File: config.mk
export PLATFORM = sky130hd
export DESIGN_NAME = gips_top
export DESIGN_NICKNAME = d
export VERILOG_FILES = /design/src/hdl/gips_pkg.sv /design/src/hdl/gips_top.sv
export VERILOG_INCLUDE_DIRS = /design/src /design/src/hdl
export SDC_FILE = /design/constraint.sdc
export NUM_CORES = 1
export LEC_CHECK = 0
export BUFFER_PORTS_ARGS = -buffer_cell sky130_fd_sc_hd__buf_2
export CAP_MARGIN = 20
export CORE_MARGIN = 2
export CORE_UTILIZATION = 54
export CTS_BUF_LIST = sky130_fd_sc_hd__clkbuf_8
export CTS_CLUSTER_SIZE = 14
export DETAILED_ROUTE_END_ITERATION = 10
export PLACE_DENSITY_LB_ADDON = 0.05
export SLEW_MARGIN = 0
export SYNTH_ARGS = -nofsm -noshare
export SYNTH_HDL_FRONTEND = slang
export SYNTH_SLANG_ARGS = --single-unit
File: constraint.sdc
create_clock -name clock -period 4.76 [get_ports clock]
set_input_delay 0.952 -clock clock [delete_from_list [all_inputs] [get_ports clock]]
set_output_delay 0.952 -clock clock [all_outputs]
set_load 0.03 [all_outputs]
File: src/hdl/gips_cfg.svh
// offsets, field masks and reset values of the input polarity block
`ifndef GIPS_CFG_SVH
`define GIPS_CFG_SVH
// ----------------------------------------------------------------
// register map
// ----------------------------------------------------------------
`define GIPS_OFS_POLARITY   12'h02c
`define GIPS_OFS_STATUS     12'h030
`define GIPS_OFS_MASK       12'h034
`define GIPS_OFS_DIRECTION  12'h038
`define GIPS_OFS_LEVEL      12'h03c
// ----------------------------------------------------------------
// field layout
// ----------------------------------------------------------------
`define GIPS_RESUME_BITS    32'h0000_3900
`define GIPS_CORE_BITS      32'h0000_00db
`define GIPS_IMPL_BITS      32'h0000_39db
`define GIPS_POLARITY_RST   32'h0000_0000
`define GIPS_DIRECTION_RST  32'h0000_0000
`define GIPS_MASK_RST       32'h0000_0000
`endif

File: src/hdl/gips_pkg.sv
// types shared by the input polarity block
package gips_pkg;
    typedef logic [31:0] gips_word_t;
endpackage

File: src/hdl/gips_top.sv
// input polarity select with event status, mask and interrupt, apb slave
`timescale 1ns/100ps
`include "gips_cfg.svh"
module gips_top
    import gips_pkg::*;
(
    input  wire logic        clock,
    input  wire logic        srst,
    input  wire logic        resume_well_reset,
    input  wire logic [31:0] gpio_pin,
    input  wire logic        psel,
    input  wire logic        penable,
    input  wire logic        pwrite,
    input  wire logic [11:0] paddr,
    input  wire logic [31:0] pwdata,
    output logic      [31:0] prdata,
    output logic             pready,
    output logic             pslverr,
    output logic             system_management_interrupt,
    output logic             power_management_interrupt
);
    // ----------------------------------------------------------------
    // registers
    // ----------------------------------------------------------------
    gips_word_t input_polarity_select;
    gips_word_t input_event_status;
    gips_word_t event_mask;
    gips_word_t pin_direction;
    gips_word_t pin_sync1;
    gips_word_t pin_level;
    logic       irq;

    // ----------------------------------------------------------------
    // apb decode
    // ----------------------------------------------------------------
    wire logic wr_access = psel && penable && pwrite;
    wire logic hit_pol   = paddr == `GIPS_OFS_POLARITY;
    wire logic hit_sts   = paddr == `GIPS_OFS_STATUS;
    wire logic hit_msk   = paddr == `GIPS_OFS_MASK;
    wire logic hit_dir   = paddr == `GIPS_OFS_DIRECTION;
    wire logic hit_lvl   = paddr == `GIPS_OFS_LEVEL;
    wire logic hit_any   = hit_pol | hit_sts | hit_msk | hit_dir | hit_lvl;
    wire logic wr_pol    = wr_access && hit_pol;
    wire logic wr_sts    = wr_access && hit_sts;
    wire logic wr_msk    = wr_access && hit_msk;
    wire logic wr_dir    = wr_access && hit_dir;

    // writes to reserved positions are dropped
    wire gips_word_t pol_wdata = pwdata & `GIPS_IMPL_BITS;

    // ----------------------------------------------------------------
    // event detection
    // ----------------------------------------------------------------
    // level after xor: 1 means the pin is at its programmed active level
    wire gips_word_t qualified =
        (pin_level ^ input_polarity_select) & ~pin_direction
        & `GIPS_IMPL_BITS;
    // set wins over a write-one clear in the same cycle
    wire gips_word_t next_status =
        (input_event_status & ~(wr_sts ? pwdata : 32'h0000_0000))
        | qualified;

    // polarity value after this cycle's write, before any reset is applied
    wire gips_word_t pol_written = wr_pol ? pol_wdata : input_polarity_select;
    // core reset only returns the core-well bits; resume bits keep their sense
    wire gips_word_t pol_after_core =
        (pol_written & `GIPS_RESUME_BITS)
        | (`GIPS_POLARITY_RST & ~`GIPS_RESUME_BITS);

    wire gips_word_t rd_mux =
        hit_pol ? input_polarity_select :
        hit_sts ? input_event_status :
        hit_msk ? event_mask :
        hit_dir ? pin_direction :
        hit_lvl ? pin_level : 32'h0000_0000;

    // ----------------------------------------------------------------
    // pin synchroniser
    // ----------------------------------------------------------------
    always_ff @(posedge clock) begin
        pin_sync1 <= gpio_pin;
        pin_level <= pin_sync1;
    end

    // ----------------------------------------------------------------
    // polarity register, split by power well
    // ----------------------------------------------------------------
    // resume bits survive the core reset so wake sources keep their sense
    always_ff @(posedge clock) begin
        if (resume_well_reset) begin
            input_polarity_select <= `GIPS_POLARITY_RST;
        end else if (srst) begin
            input_polarity_select <= pol_after_core;
        end else begin
            input_polarity_select <= pol_written;
        end
    end

    // ----------------------------------------------------------------
    // status, mask, direction
    // ----------------------------------------------------------------
    always_ff @(posedge clock) begin
        if (srst || resume_well_reset) begin
            input_event_status <= 32'h0000_0000;
            event_mask         <= `GIPS_MASK_RST;
            pin_direction      <= `GIPS_DIRECTION_RST;
        end else begin
            input_event_status <= next_status;
            if (wr_msk) begin
                event_mask <= pwdata & `GIPS_IMPL_BITS;
            end
            if (wr_dir) begin
                pin_direction <= pwdata & `GIPS_IMPL_BITS;
            end
        end
    end

    // ----------------------------------------------------------------
    // interrupt and apb answer
    // ----------------------------------------------------------------
    always_ff @(posedge clock) begin
        if (srst || resume_well_reset) begin
            irq    <= 1'b0;
            prdata <= 32'h0000_0000;
        end else begin
            irq <= |(input_event_status & event_mask);
            if (psel && !penable && !pwrite) begin
                prdata <= rd_mux;
            end
        end
    end

    assign system_management_interrupt = irq;
    assign power_management_interrupt  = irq;
    // zero wait states; unmapped addresses answer with an error
    assign pready  = 1'b1;
    assign pslverr = psel && penable && !hit_any;
endmodule

======== Word-level counts from Yosys, hierarchy flattened ========
Cells that the tools add are included.
cells by class
  bitwise gates (word level) .............. 11
  reduce and logical (&&, ||, !) cells .... 15
  eq/ne operators ......................... 5
  multiplexer cells ....................... 7
operators by type and width
  cell                                                               number
  32-bit two-way mux                                                 6
  12-bit by 6-bit == test with 1-bit output (second input constant)  5
  32-bit by 14-bit bitwise AND with 32-bit output                    1
  32-bit bitwise AND                                                 1
  32-bit NOT                                                         1
  32-bit by 14-bit OR with 32-bit output                             1
  32-bit OR reduction                                                1
  14-bit bitwise AND                                                 1
  14-bit two-way mux                                                 1
  14-bit NOT                                                         1
  14-bit XOR                                                         1
  1-bit logical AND                                                  9
  1-bit OR                                                           4
  1-bit zero test                                                    3
  2-bit OR reduction                                                 1
  1-bit logical OR                                                   1
word-level totals
  register bits ........................... 159
  word-level logic and storage cells ...... 47
  output and inout bits ................... 36

======== Logic depth before layout (Yosys ltp) ========
  depth in word-level cells ............... 7
  depth in mapped cells ................... 7
  mapped depth without buffers ............ 5

======== Least setup slack after synthesis ========
Ideal clock, no wire load.
  path type ............................... in2out
  start ................................... input port paddr[7]
  end ..................................... output port pslverr
  arrival ................................. 1.959 ns
  slack ................................... 1.849 ns
  path buffers ............................ 0
  stages .................................. 4
  cell sequence ........................... or4_4 > nand2b_1 > a21oi_1 > nor2_1
between the ends
  longest elaborated chain between the ends .. 7
  elaborated cells between the ends (all ways) .. 11
  those cells by class .................... 5 x eq/ne; 4 x bitwise; 2 x reduce/logical
ends and longest elaborated chain
  what                                                 line             text
  start: declaration                                   gips_top.sv:14   input wire logic [11:0] paddr,
  12-bit by 6-bit == test with 1-bit output (no line)  --
  1-bit OR (3 in series)                               gips_top.sv:42   wire logic hit_any = hit_pol | hit_sts | hit_msk | hit_dir | hit_lvl;
  1-bit OR *                                           gips_top.sv:42
  1-bit zero test *                                    gips_top.sv:137  assign pslverr = psel && penable && !hit_any;
  1-bit logical AND *                                  gips_top.sv:137
  end: declaration                                     gips_top.sv:18   output logic pslverr,
Every way passes the cells marked *; elsewhere a longest branch is shown, timed or not.

======== Final worst setup path ========
Same ends and word-level chain as after synthesis.

==> flow_metrics.py <==
metrics = {
    "outcome": {
        "status": "complete, no violations",
    },
    "timing": {
        "post-route-period-util_pct": 69.1,
        "hold_violations": 0,
        "tns_ns": 0,
        "clock_skew_ns": 0.0146,
        "setup_violations": 0,
        "slew_viol_final": 0,
        "rsz0062_at_grt": "no",
        "relSlewSlack_pct": 31.8,
        "timing.hold.ws_ns": 0.330,
        "fin_crit_ns": 3.29,
        "fmax_mhz": 304,
        "worst_slew_pin_slew_ns": 1.02,
    },
    "clocking": {
        "post_cts_resized": 0,
        "tritoncts": "built",
        "cts_hold_buffers": 0,
        "clk_pin_slew_ns": 0.08,
        "clockBufferDepth": 2,
        "clock-root-buffer": "clkbuf_8",
        "numCtsBuffers": 17,
        "h-tree-depth": 4,
        "cts_sinks": 159,
        "post-cts-setup-buffers": 0,
        "worstSkewPairLatency_ns": 0.45,
    },
    "critical_path": {
        "r2r_end": "prdata[13]",
        "r2r_slack_ns": 3.58,
        "required_ns": 3.81,
        "start_kind": "input port",
        "r2r-start": "event_mask[13]",
        "ff2ff_path_depth": 4,
        "crit_arrival_ns": 2.34,
        "crit_type": "input port to output port",
        "end_kind": "output port",
        "cp_max_fo": 5,
        "startpoint": "paddr[7]",
    },
    "logic_synthesis": {
        "yosysWarnings": 0,
        "ys_ff_latch": 159,
        "syn-num-nets": 606,
        "synth_cell_types": 44,
        "synth.top_cell.area_share_pct": 59.5,
        "ys.flop_type": "dfxtp_1",
        "seq_area_frac_synth_pct": 59.5,
        "synth_commonest_cells": "dfxtp_1, nand2_1, a21oi_1, nor2_1, mux2i_1",
        "synth_area_per_cell_sq_um": 10.2,
        "synthArstFlopShare_pct": 0,
        "synth_area_sq_mm": 0.00535,
        "synthCells": 524,
        "synthTopCellsByArea": "dfxtp_1, mux2i_1, nand2_1",
        "yosysMostFrequentCell": "dfxtp_1",
        "synth_edf_count": 0,
        "yosysTopAreaCell": "dfxtp_1",
    },
    "power": {
        "power_leakage_nw": 2.49,
        "ir_drop_mv": 0.279,
        "power.density_mw_per_mm2": 385,
    },
    "min_path": {
        "min_from": "pin_sync1[18]",
        "worstHoldEndpoint": "pin_level[18]",
        "hold_class": "register to register",
        "min_path_cells": 0,
    },
    "floorplanning": {
        "die_area_sq_mm": 0.0107,
        "core_area_sq_mm": 0.00968,
        "initial_utilization_pct": 55.2,
        "fp.dieW_microns": 104,
        "num_rows": 36,
        "num_io_pins": 118,
        "die_y_microns": 104,
    },
    "placed_design": {
        "io_buffer_count": 116,
        "gp_congestion": 0.809,
        "dp_hpwl_microns": 8400,
    },
    "detailed_routing": {
        "detailroute.via_count": 4279,
        "vias_per_cell": 5.47,
        "ant_nets": 0,
        "drt_iter0_markers": 196,
        "wire_per_inst_microns": 16.7,
        "drc": 0,
        "dr.pass1.iters": 4,
        "drt_wl_total_microns": 13100,
    },
    "grt": {
        "grt_max_degree": 38,
        "antenna_found_initial": 0,
        "overflow": 0,
        "grt_pass1_vias": 4202,
        "grt.total_usage_pct": 25.3,
        "grt_first_pass_wirelength_microns": 21300,
    },
    "cells_and_area": {
        "antenna-diode-count": 0,
        "area_delta_synth_final_pct": 20.1,
        "nets": 718,
        "drive_above_1_share_pct": 26.3,
    },
    "job": {
        "maxCapViolations": 0,
    },
}
## metal layers
| layer | global-route usage (%) | wire length (microns) | vias to the layer above |
|---|---|---|---|
| met5 | 0 | 0 | - |
| met4 | 8.01 | 134 | 0 |
| met3 | 8.18 | 983 | 14 |
| met2 | 40.1 | 6000 | 171 |
| met1 | 33.2 | 5940 | 2030 |
| li1 | - | - | 2064 |
## power breakdown
group	switching, mW	internal [mW]	total (mW)
combinational	0.0602	0.0445	0.105
clock	0.494	0.494	0.987
sequential	0.0146	1.36	1.38
total	0.568	1.90	2.47
## layout by cell type (no fill, tap or decap), types with 4 or more instances in the layout
master,instances
o31ai_1,4
nand2b_1,8
mux2_2,4
mux2i_1,35
a21o_1,5
dfxtp_1,159
buf_2,116
xnor2_1,10
clkbuf_8,19
a22oi_1,23
o21ai_0,24
buf_4,8
nor3b_1,4
a31o_1,10
o22ai_1,5
nor2_1,38
nand3_1,7
o211ai_1,4
nand2_1,61
nor3_1,13
a21oi_1,45
## how the worst max path moves through the flow
stage | slack (ns) | to | depth (start not counted)
finish | 1.47 | pslverr | 6
global route | 1.36 | pslverr | 6
CTS | 1.48 | pslverr | 6
detailed placement | 1.26 | prdata[9] | 6
global placement | 1.35 | prdata[27] | 6
floorplan | 1.85 | pslverr | 4
## cell type report
cell class,instances,area (sq um)
clock inverter,13,136
inverter,1,3.75
sequential,159,3180
tap,133,166
timing repair buffer,124,641
multi-input combinational,333,2030
clock buffer,19,262
fill,797,3260
## per-stage QoR
| stage | instance area (sq um) | cells | util [%] | setup WS, ns | power (mW) |
|---|---|---|---|---|---|
| final | 6420 | 782 | 66.3 | 1.47 | 2.47 |
| after global routing | 6420 | 782 | 66.3 | 1.36 | 2.56 |
| after CTS | 6420 | 782 | 66.3 | 1.48 | 2.48 |
| after detailed placement | 6020 | 750 | 62.2 | 1.26 | 1.51 |
| after global placement | 6020 | 750 | 62.2 | 1.35 | 1.51 |
| after floorplan | 5350 | 524 | - | 1.85 | 1.45 |
## state kept, by name (all words and copies together), names as in the netlist
register,count
power_management_interrupt,1
pin_level,32
pin_direction,10
prdata,32
input_event_status,32
pin_sync1,32
input_polarity_select,10
event_mask,10
## kinds of logic (layout without fill, tap and decap cells)
kind of cell | after synthesis | after routing | synth area share, %
xor+xnor | 10 | 10 | 1.64
other cells | 1 | 1 | 0.0701
compound gates | 132 | 132 | 15.4
flops | 159 | 159 | 59.5
mux | 39 | 39 | 7.39
simple gates | 151 | 151 | 13.1
buf+inv | 32 | 157 | 2.81
## critical path, cell delays in order
cell	delay (ns)
buf_2	0.09
or4_4	0.57
nand2b_1	0.25
a21oi_1	0.23
nor2_1	0.06
buf_2	0.17
Note: power is estimated with default switching activity, not from simulation.
